--- src/core/escape_lane_pkg.sv ---
package escape_lane_pkg;

   localparam int          BYTE_W       = 8;
   localparam int          TRIG_W       = 4;

   // Lane line levels, {dp, dn}
   localparam logic [1:0]  LP_STOP      = 2'h3;
   localparam logic [1:0]  LP_DP_HI     = 2'h2;
   localparam logic [1:0]  LP_DN_HI     = 2'h1;
   localparam logic [1:0]  LP_SPACE     = 2'h0;

   localparam logic [2:0]  ENTRY_LAST   = 3'h3;
   localparam logic [2:0]  BIT_LAST     = 3'h7;

   // Trigger select patterns
   localparam logic [3:0]  TRIG_RESET   = 4'h1;
   localparam logic [3:0]  TRIG_UNK3    = 4'h2;
   localparam logic [3:0]  TRIG_UNK4    = 4'h4;
   localparam logic [3:0]  TRIG_UNK5    = 4'h8;

   // Entry commands, bit 0 goes out first
   localparam logic [7:0]  CMD_LPDT     = 8'h87;
   localparam logic [7:0]  CMD_ULPS     = 8'h78;
   localparam logic [7:0]  CMD_RESET    = 8'h46;
   localparam logic [7:0]  CMD_UNK3     = 8'hba;
   localparam logic [7:0]  CMD_UNK4     = 8'h84;
   localparam logic [7:0]  CMD_UNK5     = 8'h05;

   // Controller register map, byte addresses
   localparam logic [3:0]  REG_CTRL     = 4'h0;
   localparam logic [3:0]  REG_TXDATA   = 4'h4;
   localparam logic [3:0]  REG_STATUS   = 4'h8;

   localparam int          CTRL_ESC     = 0;
   localparam int          CTRL_LPDT    = 1;
   localparam int          CTRL_ULPS    = 2;
   localparam int          CTRL_EXIT    = 3;
   localparam int          CTRL_TRIG_LO = 4;
   localparam int          CTRL_HS      = 8;
   localparam int          CTRL_FORCE   = 9;
   localparam int          CTRL_W       = 10;
   localparam logic [9:0]  CTRL_RESET   = 10'h000;

   localparam int          STAT_PEND    = 0;
   localparam int          STAT_STOP    = 1;
   localparam int          STAT_ESC     = 2;

   typedef enum logic [3:0] {
      ST_STOP  = 4'h0,
      ST_ENTRY = 4'h1,
      ST_CMD   = 4'h3,
      ST_WAIT  = 4'h2,
      ST_BITS  = 4'h6,
      ST_ULPS  = 4'h7,
      ST_TRIG  = 4'h5,
      ST_MARK1 = 4'h4,
      ST_HS    = 4'hc
   } state_t;

   typedef enum logic [1:0] {
      MODE_LPDT = 2'h0,
      MODE_ULPS = 2'h1,
      MODE_TRIG = 2'h2
   } mode_t;

endpackage : escape_lane_pkg

--- src/core/escape_lane_if.sv ---
`timescale 1ns/10ps
interface escape_lane_if;
   logic       force_stop_request;
   logic       hs_tx_request;
   logic       escape_tx_request;
   logic       lp_data_tx_select;
   logic       ulp_entry_select;
   logic       ulp_exit_request;
   logic [3:0] trigger_select;
   logic [7:0] escape_tx_byte;
   logic       escape_tx_valid;
   logic       escape_tx_accept;
   logic       lane_stop;

   modport device_end (
      input  force_stop_request, hs_tx_request, escape_tx_request, lp_data_tx_select,
      input  ulp_entry_select, ulp_exit_request, trigger_select, escape_tx_byte,
      input  escape_tx_valid,
      output escape_tx_accept, lane_stop
   );

   modport protocol_end (
      output force_stop_request, hs_tx_request, escape_tx_request, lp_data_tx_select,
      output ulp_entry_select, ulp_exit_request, trigger_select, escape_tx_byte,
      output escape_tx_valid,
      input  escape_tx_accept, lane_stop
   );
endinterface : escape_lane_if

--- src/core/escape_lane_tx.sv ---
// Operation
// Force-stop high puts lane in Stop immediately
// One clock period per low-power phase
// Escape entry needs request plus exactly one select
// Escape mode held while request stays high
// Protocol raises escape only with high-speed low
// High-speed request wins over escape request
// Data select enters low-power data transmission
// Data select excludes ultra-low and triggers
// Ultra-low select enters ultra-low-power state
// Ultra-low select excludes data and triggers
// Exit request drives Mark-1, Stop after release
// Exit request ignored outside ultra-low-power
// Trigger sent, Stop when request drops
// Protocol asserts one trigger, no other select
// Map reset, unknown-3, unknown-5 trigger patterns
// Escape byte sent bit zero first
// Protocol holds valid only with valid byte
// Byte moves when request, valid, accept high
// Accept high means byte taken for sending
// Protocol raises high-speed only with escape low
// Pattern 0100 maps to unknown-4 trigger
// Force-stop synchronised before state logic uses it; the raw input still gates take_byte in ST_WAIT
`timescale 1ns/10ps
module escape_lane_tx (
   input  wire logic          clock,
   input  wire logic          arst_n,
   escape_lane_if.device_end  ppi,
   output      logic          lane_dp,
   output      logic          lane_dn,
   output      logic          hs_active
);
   import escape_lane_pkg::*;

   ////////////////////////////////////////////////////////////////////////////
   // Decoding

   function automatic logic select_ok(input logic lpdt, input logic ulps,
                                      input logic [3:0] trig);
      logic [2:0] n;
      n = 3'(lpdt) + 3'(ulps) + 3'(trig[0]) + 3'(trig[1]) + 3'(trig[2]) + 3'(trig[3]);
      return n == 3'h1;
   endfunction : select_ok

   function automatic logic [7:0] trig_cmd(input logic [3:0] trig);
      logic [7:0] c;
      c = CMD_RESET;
      unique case (trig)
         TRIG_RESET: c = CMD_RESET;
         TRIG_UNK3:  c = CMD_UNK3;
         TRIG_UNK4:  c = CMD_UNK4;
         TRIG_UNK5:  c = CMD_UNK5;
         default:    c = CMD_RESET;
      endcase
      return c;
   endfunction : trig_cmd

   ////////////////////////////////////////////////////////////////////////////
   // Force-stop synchroniser

   logic force_meta_reg;
   logic force_sync_reg;

   always_ff @(posedge clock or negedge arst_n) begin
      if (!arst_n) begin
         force_meta_reg <= 1'b0;
         force_sync_reg <= 1'b0;
      end else begin
         force_meta_reg <= ppi.force_stop_request;
         force_sync_reg <= force_meta_reg;
      end
   end

   ////////////////////////////////////////////////////////////////////////////
   // State

   state_t     state_reg,  state_next;
   mode_t      mode_reg,   mode_next;
   logic [2:0] cnt_reg,    cnt_next;
   logic       phase_reg,  phase_next;
   logic [7:0] shift_reg,  shift_next;
   logic [1:0] lp_reg,     lp_next;

   wire        esc        = ppi.escape_tx_request;
   wire        hs_req     = ppi.hs_tx_request;
   wire        sel_valid  = select_ok(ppi.lp_data_tx_select, ppi.ulp_entry_select,
                                      ppi.trigger_select);
   wire        bit_end    = phase_reg && (cnt_reg == BIT_LAST);
   // Raw force acts at once; the synchronised copy bridges until the state sits in Stop
   // A force shorter than two clocks can leave a one-cycle gap in that bridge
   wire        force_any  = ppi.force_stop_request || force_sync_reg;
   wire        accept     = (state_reg == ST_WAIT) && esc && !force_any;
   wire        take_byte  = accept && ppi.escape_tx_valid;
   wire        serial_bit = shift_reg[0];

   always_comb begin
      state_next = state_reg;
      mode_next  = mode_reg;
      cnt_next   = cnt_reg;
      phase_next = phase_reg;
      shift_next = shift_reg;
      unique case (state_reg)
         ST_STOP: begin
            cnt_next   = 3'h0;
            phase_next = 1'b0;
            if (hs_req) begin
               state_next = ST_HS;
            end else if (esc && sel_valid) begin
               state_next = ST_ENTRY;
               if (ppi.lp_data_tx_select) begin
                  mode_next  = MODE_LPDT;
                  shift_next = CMD_LPDT;
               end else if (ppi.ulp_entry_select) begin
                  mode_next  = MODE_ULPS;
                  shift_next = CMD_ULPS;
               end else begin
                  mode_next  = MODE_TRIG;
                  shift_next = trig_cmd(ppi.trigger_select);
               end
            end
         end
         ST_ENTRY: begin
            cnt_next = cnt_reg + 3'h1;
            if (cnt_reg == ENTRY_LAST) begin
               state_next = ST_CMD;
               cnt_next   = 3'h0;
            end
         end
         ST_CMD, ST_BITS: begin
            phase_next = !phase_reg;
            if (phase_reg) begin
               cnt_next   = cnt_reg + 3'h1;
               shift_next = {1'b0, shift_reg[7:1]};
            end
            if (bit_end) begin
               cnt_next = 3'h0;
               unique case (mode_reg)
                  MODE_LPDT: state_next = ST_WAIT;
                  MODE_ULPS: state_next = ST_ULPS;
                  MODE_TRIG: state_next = ST_TRIG;
                  default:   state_next = ST_MARK1;
               endcase
            end
         end
         ST_WAIT: begin
            if (!esc) begin
               state_next = ST_MARK1;
            end else if (take_byte) begin
               state_next = ST_BITS;
               shift_next = ppi.escape_tx_byte;
               phase_next = 1'b0;
            end
         end
         ST_ULPS: begin
            if (!esc || ppi.ulp_exit_request) begin
               state_next = ST_MARK1;
            end
         end
         ST_TRIG: begin
            if (!esc) begin
               state_next = ST_MARK1;
            end
         end
         ST_MARK1: begin
            if (!esc) begin
               state_next = ST_STOP;
            end
         end
         ST_HS: begin
            if (!hs_req) begin
               state_next = ST_STOP;
            end
         end
         default: state_next = ST_STOP;
      endcase
      if (force_sync_reg) begin
         state_next = ST_STOP;
      end
   end

   ////////////////////////////////////////////////////////////////////////////
   // Line levels, one phase per clock

   always_comb begin
      lp_next = LP_STOP;
      unique case (state_reg)
         ST_STOP, ST_HS: lp_next = (state_next == ST_HS) ? LP_SPACE : LP_STOP;
         ST_ENTRY: begin
            unique case (cnt_reg)
               3'h0:    lp_next = LP_DP_HI;
               3'h2:    lp_next = LP_DN_HI;
               default: lp_next = LP_SPACE;
            endcase
         end
         ST_CMD, ST_BITS: begin
            if (phase_reg) begin
               lp_next = LP_SPACE;
            end else begin
               lp_next = serial_bit ? LP_DP_HI : LP_DN_HI;
            end
         end
         ST_WAIT, ST_ULPS, ST_TRIG: lp_next = LP_SPACE;
         ST_MARK1: lp_next = LP_DP_HI;
         default: lp_next = LP_STOP;
      endcase
      if (force_sync_reg) begin
         lp_next = LP_STOP;
      end
   end

   always_ff @(posedge clock or negedge arst_n) begin
      if (!arst_n) begin
         state_reg <= ST_STOP;
         mode_reg  <= MODE_LPDT;
         cnt_reg   <= 3'h0;
         phase_reg <= 1'b0;
         shift_reg <= 8'h00;
         lp_reg    <= LP_STOP;
      end else begin
         state_reg <= state_next;
         mode_reg  <= mode_next;
         cnt_reg   <= cnt_next;
         phase_reg <= phase_next;
         shift_reg <= shift_next;
         lp_reg    <= lp_next;
      end
   end

   ////////////////////////////////////////////////////////////////////////////
   // Outputs; the raw force input overrides the lines with no clock delay

   assign lane_dp              = force_any | lp_reg[1];
   assign lane_dn              = force_any | lp_reg[0];
   assign hs_active            = (state_reg == ST_HS) && !force_any;
   assign ppi.escape_tx_accept = accept;
   assign ppi.lane_stop        = force_any || (state_reg == ST_STOP);

endmodule : escape_lane_tx

--- src/flat_wrapper.sv ---
// flat-port wrapper written by rule: the top's interface ports become plain ports
module escape_lane_tx_flat import escape_lane_pkg::*;
  (clock, arst_n, lane_dp, lane_dn, hs_active, ppi_force_stop_request, ppi_hs_tx_request, ppi_escape_tx_request, ppi_lp_data_tx_select, ppi_ulp_entry_select, ppi_ulp_exit_request, ppi_trigger_select, ppi_escape_tx_byte, ppi_escape_tx_valid, ppi_escape_tx_accept, ppi_lane_stop);
  escape_lane_if ppi_i ();
  input  wire logic clock;
  input  wire logic arst_n;
  output      logic lane_dp;
  output      logic lane_dn;
  output      logic hs_active;
  input wire logic [$bits(ppi_i.force_stop_request)-1:0] ppi_force_stop_request;
  input wire logic [$bits(ppi_i.hs_tx_request)-1:0] ppi_hs_tx_request;
  input wire logic [$bits(ppi_i.escape_tx_request)-1:0] ppi_escape_tx_request;
  input wire logic [$bits(ppi_i.lp_data_tx_select)-1:0] ppi_lp_data_tx_select;
  input wire logic [$bits(ppi_i.ulp_entry_select)-1:0] ppi_ulp_entry_select;
  input wire logic [$bits(ppi_i.ulp_exit_request)-1:0] ppi_ulp_exit_request;
  input wire logic [$bits(ppi_i.trigger_select)-1:0] ppi_trigger_select;
  input wire logic [$bits(ppi_i.escape_tx_byte)-1:0] ppi_escape_tx_byte;
  input wire logic [$bits(ppi_i.escape_tx_valid)-1:0] ppi_escape_tx_valid;
  output wire logic [$bits(ppi_i.escape_tx_accept)-1:0] ppi_escape_tx_accept;
  output wire logic [$bits(ppi_i.lane_stop)-1:0] ppi_lane_stop;
  assign ppi_i.force_stop_request = ppi_force_stop_request;
  assign ppi_i.hs_tx_request = ppi_hs_tx_request;
  assign ppi_i.escape_tx_request = ppi_escape_tx_request;
  assign ppi_i.lp_data_tx_select = ppi_lp_data_tx_select;
  assign ppi_i.ulp_entry_select = ppi_ulp_entry_select;
  assign ppi_i.ulp_exit_request = ppi_ulp_exit_request;
  assign ppi_i.trigger_select = ppi_trigger_select;
  assign ppi_i.escape_tx_byte = ppi_escape_tx_byte;
  assign ppi_i.escape_tx_valid = ppi_escape_tx_valid;
  assign ppi_escape_tx_accept = ppi_i.escape_tx_accept;
  assign ppi_lane_stop = ppi_i.lane_stop;
  escape_lane_tx u_core (.clock(clock), .arst_n(arst_n), .ppi(ppi_i), .lane_dp(lane_dp), .lane_dn(lane_dn), .hs_active(hs_active));
endmodule
--- config.mk ---
export PLATFORM = sky130hd
export DESIGN_NAME = escape_lane_tx_flat
export DESIGN_NICKNAME = d
export VERILOG_FILES = /design/src/core/escape_lane_pkg.sv /design/src/core/escape_lane_if.sv /design/src/core/escape_lane_tx.sv /design/src/flat_wrapper.sv
export SDC_FILE = /design/constraint.sdc
export NUM_CORES = 1
export LEC_CHECK = 0
export BUFFER_PORTS_ARGS = -buffer_cell sky130_fd_sc_hd__clkbuf_2
export CORE_MARGIN = 2
export CORE_UTILIZATION = 57
export CTS_CLUSTER_SIZE = 25
export DETAILED_ROUTE_END_ITERATION = 8
export PLACE_DENSITY_LB_ADDON = 0.25
export SLEW_MARGIN = 20
export SYNTH_ARGS = -nofsm -noshare
export SYNTH_HDL_FRONTEND = slang
export SYNTH_SLANG_ARGS = --single-unit
--- constraint.sdc ---
create_clock -name clock -period 2.3 [get_ports clock]
set_clock_uncertainty 0.2 [all_clocks]
set_input_delay 0.46 -clock clock [delete_from_list [all_inputs] [get_ports clock]]
set_output_delay 0.46 -clock clock [all_outputs]
set_load 0.03 [all_outputs]
==> results of run 1 <==
[through the flow]
stage	total power (µW)	TNS, ns	instance area [µm²]
after global routing	1490	-10.70	2390
after detailed placement	1030	-13.91	2170
after floorplan	867	-11.29	1850
after CTS	1380	-9.53	2340
after global placement	998	-13.55	2170
final	1430	-10.17	2390
[cell usage after synthesis, types with 4 or more instances]
cell and count:
sky130_fd_sc_hd__nor2_1 13, sky130_fd_sc_hd__xor2_1 4, sky130_fd_sc_hd__a31oi_1 6, sky130_fd_sc_hd__inv_1 19, sky130_fd_sc_hd__a21oi_1 4, sky130_fd_sc_hd__dfrtp_1 20, sky130_fd_sc_hd__mux2_4 5, sky130_fd_sc_hd__ha_1 12
sky130_fd_sc_hd__nand2_1 7, sky130_fd_sc_hd__o21ai_0 6, sky130_fd_sc_hd__nand2b_1 5, sky130_fd_sc_hd__mux2i_1 5
[worst max path at each step]
stage | from | endpoint | depth (start not counted)
2_1_floorplan | ppi_lp_data_tx_select | u_core.shift_reg[2] | 11
3_3_place_gp | ppi_lp_data_tx_select | u_core.shift_reg[5] | 13
3_5_place_dp | ppi_lp_data_tx_select | u_core.shift_reg[4] | 13
4_1_cts | ppi_lp_data_tx_select | u_core.shift_reg[4] | 13
5_1_grt | ppi_lp_data_tx_select | u_core.shift_reg[4] | 13
6_report | ppi_lp_data_tx_select | u_core.shift_reg[4] | 13
[area by class of cell]
| type | instances | area [µm²] |
|---|---|---|
| clock inverter | 1 | 30.0 |
| inverter | 20 | 95.1 |
| fill | 200 | 639 |
| clock buffer | 3 | 22.5 |
| sequential | 22 | 556 |
| tap | 44 | 55.1 |
| timing repair buffer | 59 | 435 |
| multi-input combinational | 134 | 1190 |
[power by group through the flow]
stage | clock, µW | sequential, µW | combinational [µW]
floorplan | 0 | 537 | 331
finish | 307 | 563 | 555
detailed placement | 0 | 562 | 465
CTS | 307 | 556 | 514
global route | 324 | 571 | 597
global placement | 0 | 556 | 442
[worst max-delay path: stages]
cell	delay, ns
sky130_fd_sc_hd__clkbuf_16	0.12
sky130_fd_sc_hd__inv_12	0.03
sky130_fd_sc_hd__ha_4	0.25
sky130_fd_sc_hd__inv_2	0.03
sky130_fd_sc_hd__fa_1	0.45
sky130_fd_sc_hd__fa_2	0.35
sky130_fd_sc_hd__inv_2	0.06
sky130_fd_sc_hd__fa_1	0.39
sky130_fd_sc_hd__nand2b_4	0.16
sky130_fd_sc_hd__o41a_1	0.36
sky130_fd_sc_hd__nor3_4	0.18
sky130_fd_sc_hd__buf_12	0.16
sky130_fd_sc_hd__mux2_4	0.30
[logic make-up after synthesis]
logic type	Yosys count
adders and majority gates	15
muxes	14
xor gates and xnor gates	6
and+or+nand+nor	52
buffers and inverters	27
DFF	22
AOI/OAI and AO/OA	47
[per-layer routing]
layer,vias to the layer above,global-route usage [%],part of all wire (%)
met5,-,0,0
met4,0,12.4,2.7
met3,21,3.20,6.1
met2,91,54.3,52
met1,839,37.2,39
li1,780,-,-
[repair_timing]
action,4_1_cts,5_1_grt
hold endpoints to repair,20,0
pin swaps,1,2
hold buffers,1,0
resized for setup,11,8
buffers inserted,7,3
setup endpoints to repair,12,13
==> results.md, run 1 <==
- Cells after Synth: 183
- Worst skew pair latency: 0.32 ns
- Most common flop cell mapped by yosys: sky130_fd_sc_hd__dfrtp_1
- Net count of the finished layout: 276
- Endpoint class of the critical path: register
- Pleak: 0.00111 µW
- WL/cell: 17.9 µm
- Crit path required time: 2.32 ns
- Count of antenna diodes in the layout: 0
- Iteration count of the initial detailed-routing pass: 4
- Yosys warning count: 0
- Worst flop-to-flop path endpoint: u_core.shift_reg[4]
- Number of stages on the worst hold path: 1
- IR drop worst, VDD: 389 µV
- Max frequency: 0.305 GHz
- Dominant combinational cell family by area after synthesis: compound AO/OA/AOI/OAI gates
- Crit-path max FO: 8
- Startpoint of the worst hold path: ppi_force_stop_request
- Share of the core filled with cells in the final layout: 78.9%
- Data arrival time of the worst path: 3.30 ns
- Commonest cells after routing, fill and taps aside: sky130_fd_sc_hd__buf_4, sky130_fd_sc_hd__clkbuf_2, sky130_fd_sc_hd__dfrtp_1
- Internal reg-to-reg setup slack: 0.14 ns
- Synth area leader: sky130_fd_sc_hd__dfrtp_1
- Portion of netlist area occupied by mux cells: 9.39%
- Number of library cell types mapped by synthesis: 63
- GPL Wtd Cong: 0.894
- Synth top area share: 27.6%
- Synthesis-stage register bit count: 22
- Total wire length: 5.06 mm
- Endpoint, Worst Hold: u_core.force_meta_reg
- Die outline width: 60.4 µm
- Half-perimeter wire length after detailed placement: 3.56 mm
- Most frequent standard cell in the layout excluding fill and tap cells: sky130_fd_sc_hd__buf_4
- Summed instance area of the synthesized netlist: 0.00181 mm²
- Measured slew at the worst slew-check pin: 0.558 ns
- Count of input and output buffers: 25
- Cell Rows: 20
- P per Cell Area: 597 mW/mm²
- Number of sinks on the clock net: 22
- DRC violation total after the first TritonRoute iteration: 75
- Type of origin of the critical path: input pin
- Post-synth ARST share: 100%
- Deepest level of the CTS H-tree: 1
- Largest net degree at the start of global routing: 23
- Switching share of power: 33.3%
- Core ar.: 0.00303 mm²
- DRC violations left: 0
- Count of flip-flops with a built-in enable after synthesis: 0
- Type of the worst setup path: input pin to register
- Number of buffers created by CTS: 3
- Unrepaired setup endpoints after global routing: true
- Number of global-route vias before repair: 1673
- Final hold viol count: 0
- Launch instance of the worst register-to-register path: u_core.state_reg[0]
- Number of instances in the placed design: 268
- Root Buffer: sky130_fd_sc_hd__clkbuf_4
- Final-report max-slew violation count: 0
- Number of cells in the finished layout apart from fillers: 283
- Total track usage: 30.3%
- Worst Hold Class: input pin to register
- Die Height: 60.4 µm
- Dominant cells by area after synthesis: sky130_fd_sc_hd__dfrtp_1, sky130_fd_sc_hd__ha_1, sky130_fd_sc_hd__mux2_4, sky130_fd_sc_hd__inv_1, sky130_fd_sc_hd__fa_1
- Effective utilization at floorplan: 59.8%
- Maximum root-to-sink buffer count: 2
- Int Pwr: 950 µW
- Mean cell area of the mapped netlist: 9.90 µm²
- Via/cell ratio: 6.12
- Sequential fraction of design power: 39.5%
- Worst Hold Slack: 0.112 ns
- Synth Area in Compound Gates: 21.1%
- Synth Area in Simple Gates: 17.7%
- Die footprint: 0.00365 mm²
- Final worst path period need: 3.28 ns
- Status: finished with violations
- Xor and xnor area share after synthesis: 2.90%
- Post-Place Worst Slack: -1.37 ns
- Final Cycle Share: 143%
- Setup-failing EPs final: 11
- Violated checks: negative setup slack
- Clock-pin slew on the worst setup and hold paths: 0.13 ns
- Flip-flop count of the largest register after layout: 8
- Clock network fraction of total power: 21.6%
- Logic gate share of total power: 38.9%
- Grt ovf: 0
- Number of routed nets with antenna violations: 0
- Count of cells along the worst register-to-register path: 6
- Net Sw Power: 475 µW
- MaxCap Viol Count: 0
- Num ports: 26
- Number of antenna violations at the first check in global routing: 0
- Vias post-DR: 1731
- Worst-case headroom to the max-slew limit: 62.8%
- Net count after synthesis: 219
- TritonCTS clock tree: built
- Wire length of the first global-routing pass: 8.00 mm
- Seq/Total Area, Yosys: 30.5%
- Adder-cell area share of the yosys netlist: 11.6%
- Minimum setup slack in the final design: -0.984 ns
- Synth-to-layout area growth: 31.8%
- Share of layout cells above drive strength 1: 40.6%
No activity file was read; power rests on OpenSTA's default activity.
==> inputs of run 2 (changes only) <==
--- a/config.mk
+++ b/config.mk
@@ -10,6 +10,7 @@
 export CORE_UTILIZATION = 57
 export CTS_CLUSTER_SIZE = 25
 export DETAILED_ROUTE_END_ITERATION = 8
+export MAX_ROUTING_LAYER = met4
 export PLACE_DENSITY_LB_ADDON = 0.25
 export SLEW_MARGIN = 20
 export SYNTH_ARGS = -nofsm -noshare
==> run 2 against run 1 <==
  * The flow still finishes with violations (negative setup slack)
  * Register-to-register slack about the same
  * First-iteration DRC count grew 17%
  * Fmax grew 0.12%
  * Design area stayed put
  * Via count fell by 0.52%
  * Combinational power barely moved
  * Non-clock buffer count stayed put
  * Sequential power about the same
  * Cell count is the same
  * Worst setup slack improved by 0.0039 ns
  * Core utilization did not move
  * Critical path type unchanged
==> results.md, run 2 (same netlist as run 1, synthesis figures left out) <==
- Status: finished with violations
- Worst-case headroom to the max-slew limit: 62.2% (-0.67 points)
- DRC violations left: 0 (unchanged)
- Number of instances in the placed design: 268 (unchanged)
- Data arrival time of the worst path: 3.30 ns (about the same)
- Minimum setup slack in the final design: -0.980 ns (+0.00391 ns)
- Number of buffers created by CTS: 3 (unchanged)
- Effective utilization at floorplan: 59.8% (unchanged)
- Highest-utilization routing layer at the global route stage: met2
- Iteration count of the initial detailed-routing pass: 4 (unchanged)
- Grt ovf: 0 (unchanged)
- Type of the worst setup path: input pin to register
- Count of antenna diodes in the layout: 0 (unchanged)
- Most frequent standard cell in the layout excluding fill and tap cells: sky130_fd_sc_hd__buf_4
- MaxCap Viol Count: 0 (unchanged)
- WL/cell: 17.8 µm (-0.42%)
- Measured slew at the worst slew-check pin: 0.568 ns (+0.0101 ns)
- TritonCTS clock tree: built
- Crit path buf inv count: 5 (unchanged)
- Cell Area, Placed: 0.00217 mm² (unchanged)
- Die Height: 60.4 µm (unchanged)
- Worst path slowest cell: sky130_fd_sc_hd__fa_1
- Met3 usage: 2.99% (-0.21 points)
- Synth-to-layout area growth: 31.8% (unchanged)
- Crit-path max FO: 8 (unchanged)
- Post-route cell area: 0.00239 mm² (unchanged)
- DRC violation total after the first TritonRoute iteration: 88 (+17%)
- Num ports: 26 (unchanged)
- Met1 demand-to-capacity share in global routing: 37.5% (+0.27 points)
- Violated checks: negative setup slack
- Post-Place Worst Slack: -1.37 ns (unchanged)
- P per Cell Area: 596 mW/mm² (about the same)
- Final-report max-slew violation count: 0 (unchanged)
- Cell Rows: 20 (unchanged)
- Worst Hold Class: input pin to register
- Die footprint: 0.00365 mm² (unchanged)
- Half-perimeter wire length after detailed placement: 3.56 mm (unchanged)
- Cell Chain, Critical Path: clkbuf_16 > inv_12 > ha_4 > inv_2 > fa_1 > fa_2 > inv_2 > fa_1 > nand2b_4 > o41a_1 > nor3_4 > buf_12 > mux2_4
- Deepest level of the CTS H-tree: 1 (unchanged)
- Core ar.: 0.00303 mm² (unchanged)
- Crit path required time: 2.32 ns (about the same)
- Total track usage: 31.3% (+0.98 points)
- Clock-pin slew on the worst setup and hold paths: 0.14 ns (about the same)
- Largest stage delay, worst path: 0.45 ns (about the same)
- Net count of the finished layout: 276 (unchanged)
- Count of input and output buffers: 25 (unchanged)
- Type of origin of the critical path: input pin
- Number of global-route vias before repair: 1677 (+0.24%)
- Final worst path period need: 3.28 ns (-0.00391 ns)
- Final hold viol count: 0 (unchanged)
- IR drop worst, VDD: 389 µV (about the same)
- Via/cell ratio: 6.08 (-0.52%)
- Maximum root-to-sink buffer count: 2 (unchanged)
- Unrepaired setup endpoints after global routing: true
- Die outline width: 60.4 µm (unchanged)
- Critical path's top delay family: adder cells
- Sum Neg Setup Slack: -10.11 ns (+0.0648 ns)
- Worst skew pair latency: 0.32 ns (about the same)
- Total wire length: 5.04 mm (-0.42%)
- Commonest cells after routing, fill and taps aside: sky130_fd_sc_hd__buf_4, sky130_fd_sc_hd__clkbuf_2, sky130_fd_sc_hd__dfrtp_1
- Pleak: 0.00111 µW (unchanged)
- Endpoint class of the critical path: register
- Setup-failing EPs final: 11 (unchanged)
- Routing usage on met2: 54.2% (-0.16 points)
- Number of sinks on the clock net: 22 (unchanged)
- Flip-flop count of the largest register after layout: 8 (unchanged)
- GPL Wtd Cong: 0.909 (+1.7%)
- Number of cells in the finished layout apart from fillers: 283 (unchanged)
- Number of antenna violations at the first check in global routing: 0 (unchanged)
- Wire length of the first global-routing pass: 8.00 mm (unchanged)
- Final Cycle Share: 143% (-0.17 points)
- Max frequency: 0.305 GHz (+0.12%)
- Number of routed nets with antenna violations: 0 (unchanged)
- Largest net degree at the start of global routing: 23 (unchanged)
- Share of layout cells above drive strength 1: 40.6% (unchanged)
- Vias post-DR: 1722 (-0.52%)
- Root Buffer: sky130_fd_sc_hd__clkbuf_4
[run 2: cell counts in the layout (fill, tap and decap cells not counted)]
No cell type changed its count.
[run 2: what timing repair did]
item / 4_1_cts / 5_1_grt
setup endpoints to repair: 12 / 13
setup buffers: 7 / 3
resized for setup: 11 / 8
cloned: 0 / 0
endpoints found under the hold margin: 20 / 0
hold buffers: 1 / 0
pin swaps: 1 / 2
[run 2: report_power, final]
part	internal (µW)	leakage [µW]	switching (µW)
Combinational	290	0.000813	262
Clock	176	0.0000279	132
Sequential	483	0.000272	80.0
Total	950	0.00111	474
[run 2: final timing paths]
path,startpoint,to,slack [ns],cells past startpoint
max reg2reg,u_core.state_reg[1],u_core.shift_reg[4],0.15,5
min reg2reg,u_core.force_meta_reg,u_core.force_sync_reg,0.17,0
max in group asynchronous,arst_n,u_core.state_reg[0],1.05,2
max,ppi_lp_data_tx_select,u_core.shift_reg[4],-0.98,13
min,ppi_force_stop_request,u_core.force_meta_reg,0.11,1
min in group asynchronous,arst_n,u_core.force_sync_reg,0.44,2
[run 2: cell type report]
type | count | area [µm²]
Clock buffer | 3 | 22.5
Multi-Input combinational cell | 134 | 1190
Fill cell | 200 | 639
Tap cell | 44 | 55.1
Inverter | 20 | 95.1
Sequential cell | 22 | 556
Clock inverter | 1 | 30.0
Timing Repair Buffer | 59 | 435
[run 2: stage by stage]
stage          utilization, %  total power [µW]  hold WS [ns]
2_1_floorplan               -               867       -0.0356
3_3_place_gp             71.7               998         0.139
3_5_place_dp             71.7              1030         0.147
4_1_cts                  77.4              1380         0.117
5_1_grt                  78.9              1490         0.112
6_report                 78.9              1420         0.109
[run 2: per-layer routing]
layer	routed length [µm]	vias up
met5	0	-
met4	114	0
met3	314	14
met2	2600	90
met1	2010	838
li1	-	780
==> inputs of run 3 (changes only) <==
==> constraint.sdc (replaced) <==
create_clock -name clock -period 3.5 [get_ports clock]
set_clock_uncertainty 0.2 [all_clocks]
set_input_delay 0.7 -clock clock [delete_from_list [all_inputs] [get_ports clock]]
set_output_delay 0.7 -clock clock [all_outputs]
set_load 0.03 [all_outputs]
==> run 3 against run 2 <==
  * The run still ends with negative setup slack left
  * Global-route usage shrank 4.5 points
  * Power down 43%
  * Die area is the same
  * Sequential share of layout area rose by 2.5 points
  * Clock-buffer cell count increased by 1
  * Critical endpoint unchanged
==> results.md, run 3 (same netlist as run 1, synthesis figures left out) <==
- TritonCTS clock tree: built
- Crit path required time: 3.53 ns (+1.21 ns)
- Measured slew at the worst slew-check pin: 0.682 ns (+0.114 ns)
- Total track usage: 26.9% (-4.5 points)
- Cell Chain, Critical Path: clkbuf_16 > inv_12 > ha_4 > inv_2 > fa_1 > fa_2 > inv_2 > fa_1 > nand2b_4 > o41a_1 > nor3_4 > buf_12 > mux2_4
- DRC violations left: 0 (unchanged)
- Setup-failing EPs final: 1 (-10)
- Grt ovf: 0 (unchanged)
- Internal reg-to-reg setup slack: 1.28 ns (+1.13 ns)
- Unrepaired setup endpoints after global routing: true
- Effective utilization at floorplan: 59.8% (unchanged)
- Net count of the finished layout: 253 (-8.3%)
- Count of cells along the worst register-to-register path: 4 (-1)
- Vias post-DR: 1555 (-9.7%)
- Status: finished with violations
- Number of routed nets with antenna violations: 0 (unchanged)
- Clock-pin slew on the worst setup and hold paths: 0.13 ns (about the same)
- Endpoint class of the critical path: register
- Iteration count of the initial detailed-routing pass: 4 (unchanged)
- Synth-to-layout area growth: 18.6%
- Data arrival time of the worst path: 3.53 ns (+0.23 ns)
- Type of origin of the critical path: input pin
- Int Pwr: 537 µW (-43%)
- Number of antenna violations at the first check in global routing: 0 (unchanged)
- Die footprint: 0.00365 mm² (unchanged)
- Largest net degree at the start of global routing: 23 (unchanged)
- Die Height: 60.4 µm (unchanged)
- Wire length of the first global-routing pass: 7.02 mm (-12%)
- DRC violation total after the first TritonRoute iteration: 95 (+8.0%)
- Logic gate share of total power: 36.6% (-2.2 points)
- Worst path slowest cell: sky130_fd_sc_hd__fa_1
- Violated checks: negative setup slack
- Final-report max-slew violation count: 0 (unchanged)
- Net Sw Power: 278 µW (-41%)
- Clock network fraction of total power: 18.2% (-3.5 points)
- Number of buffers created by CTS: 3 (unchanged)
- Switching share of power: 34.1% (+0.78 points)
- Crit path buf inv count: 5 (unchanged)
- Half-perimeter wire length after detailed placement: 3.25 mm (-8.5%)
- Max frequency: 0.286 GHz
- Worst flop-to-flop path endpoint: u_core.shift_reg[4]
- Commonest cells after routing, fill and taps aside: sky130_fd_sc_hd__clkbuf_2, sky130_fd_sc_hd__dfrtp_1, sky130_fd_sc_hd__inv_1
- Worst Hold Class: input pin to asynchronous set/reset pin
- Count of input and output buffers: 25 (unchanged)
- Final worst path period need: 3.50 ns
- Type of the worst setup path: input pin to register
- Share of layout cells above drive strength 1: 31.9% (-8.6 points)
- IR drop worst, VDD: 202 µV (-48%)
- WL/cell: 16.4 µm (-7.7%)
- Core ar.: 0.00303 mm² (unchanged)
- Pleak: 0.000985 µW (-11%)
- Sum Neg Setup Slack: -0.00227 ns (+10.10 ns)
- Number of sinks on the clock net: 22 (unchanged)
- P per Cell Area: 379 mW/mm² (-36%)
- Deepest level of the CTS H-tree: 1 (unchanged)
- Via/cell ratio: 5.98 (-1.7%)
- Root Buffer: sky130_fd_sc_hd__clkbuf_4
- Sequential fraction of design power: 45.2% (+5.6 points)
- Die outline width: 60.4 µm (unchanged)
- Worst Hold Slack: 0.152 ns (+0.0432 ns)
- Largest stage delay, worst path: 0.47 ns (+0.02 ns)
- MaxCap Viol Count: 0 (unchanged)
- Number of global-route vias before repair: 1518 (-9.5%)
- Worst skew pair latency: 0.32 ns (about the same)
- Launch instance of the worst register-to-register path: u_core.state_reg[1]
- Maximum root-to-sink buffer count: 2 (unchanged)
- Most frequent standard cell in the layout excluding fill and tap cells: sky130_fd_sc_hd__clkbuf_2
- Final Cycle Share: 100%
- Minimum setup slack in the final design: -0.00227 ns (+0.978 ns)
- Critical path's top delay family: adder cells
- Total wire length: 4.27 mm (-15%)
- Crit-path max FO: 8 (unchanged)
- Flip-flop count of the largest register after layout: 8 (unchanged)
- Cell Rows: 20 (unchanged)
- GPL Wtd Cong: 0.921 (+1.2%)
- Count of antenna diodes in the layout: 0 (unchanged)
- Num ports: 26 (unchanged)
- Worst-case headroom to the max-slew limit: 54.4% (-7.8 points)
- Final hold viol count: 0 (unchanged)
## run 3: cell types whose count changed in the layout (fill, tap and decap cells not counted), sizes merged
cell / change
buf: -22
bufinv: -1
clkbuf: +1
dlygate4sd3: -1
## run 3: power groups by stage
stage | registers [µW] | clock network (µW) | logic, µW
3_5_place_dp | 368 | 0 | 294
4_1_cts | 366 | 150 | 298
6_report | 368 | 149 | 298
5_1_grt | 376 | 157 | 330
3_3_place_gp | 367 | 0 | 280
2_1_floorplan | 353 | 0 | 217
## run 3: per-layer routing
| layer | vias up | share of wire (%) | global-route usage [%] | wire, µm |
|---|---|---|---|---|
| met5 | - | 0 | - | 0 |
| met4 | 0 | 1.1 | 9.84 | 48 |
| met3 | 7 | 5.5 | 5.12 | 235 |
| met2 | 51 | 51 | 44.7 | 2190 |
| met1 | 764 | 42 | 32.4 | 1790 |
| li1 | 733 | - | - | - |
## run 3: area by class of cell
class / instances / area, µm²
tap: 44 / 55.1
fill: 239 / 880
sequential: 22 / 553
multi-input combinational: 134 / 1160
inverter: 20 / 95.1
timing repair buffer: 36 / 250
clock buffer: 4 / 36.3
## run 3: worst max-delay path by stage
stage | slack, ns | depth (start not counted) | endpoint | from
5_1_grt | -0.07 | 13 | u_core.shift_reg[4] | ppi_lp_data_tx_select
6_report | -0.002 | 13 | u_core.shift_reg[4] | ppi_lp_data_tx_select
3_3_place_gp | -0.38 | 13 | u_core.shift_reg[5] | ppi_lp_data_tx_select
4_1_cts | 0.006 | 13 | u_core.shift_reg[4] | ppi_lp_data_tx_select
3_5_place_dp | -0.44 | 13 | u_core.shift_reg[4] | ppi_lp_data_tx_select
2_1_floorplan | -0.22 | 11 | u_core.shift_reg[2] | ppi_lp_data_tx_select
## run 3: what timing repair did
item | 4_1_cts | 5_1_grt
pin swaps | 0 | 0
setup buffers | 1 | 0
hold buffers | 0 | 0
setup endpoints to repair | 5 | 8
gates resized for setup | 5 | 1
## run 3: per-stage QoR
| step | utilization, % | std cells | area (µm²) | total power, µW | setup slack, ns |
|---|---|---|---|---|---|
| after floorplan | - | 183 | 1850 | 570 | -0.222 |
| after global placement | 68.5 | 255 | 2070 | 647 | -0.376 |
| after detailed placement | 68.5 | 255 | 2070 | 662 | -0.444 |
| after CTS | 70.9 | 260 | 2150 | 814 | 0.00622 |
| after global routing | 71.0 | 260 | 2150 | 864 | -0.0749 |
| final | 71.0 | 260 | 2150 | 815 | -0.00227 |
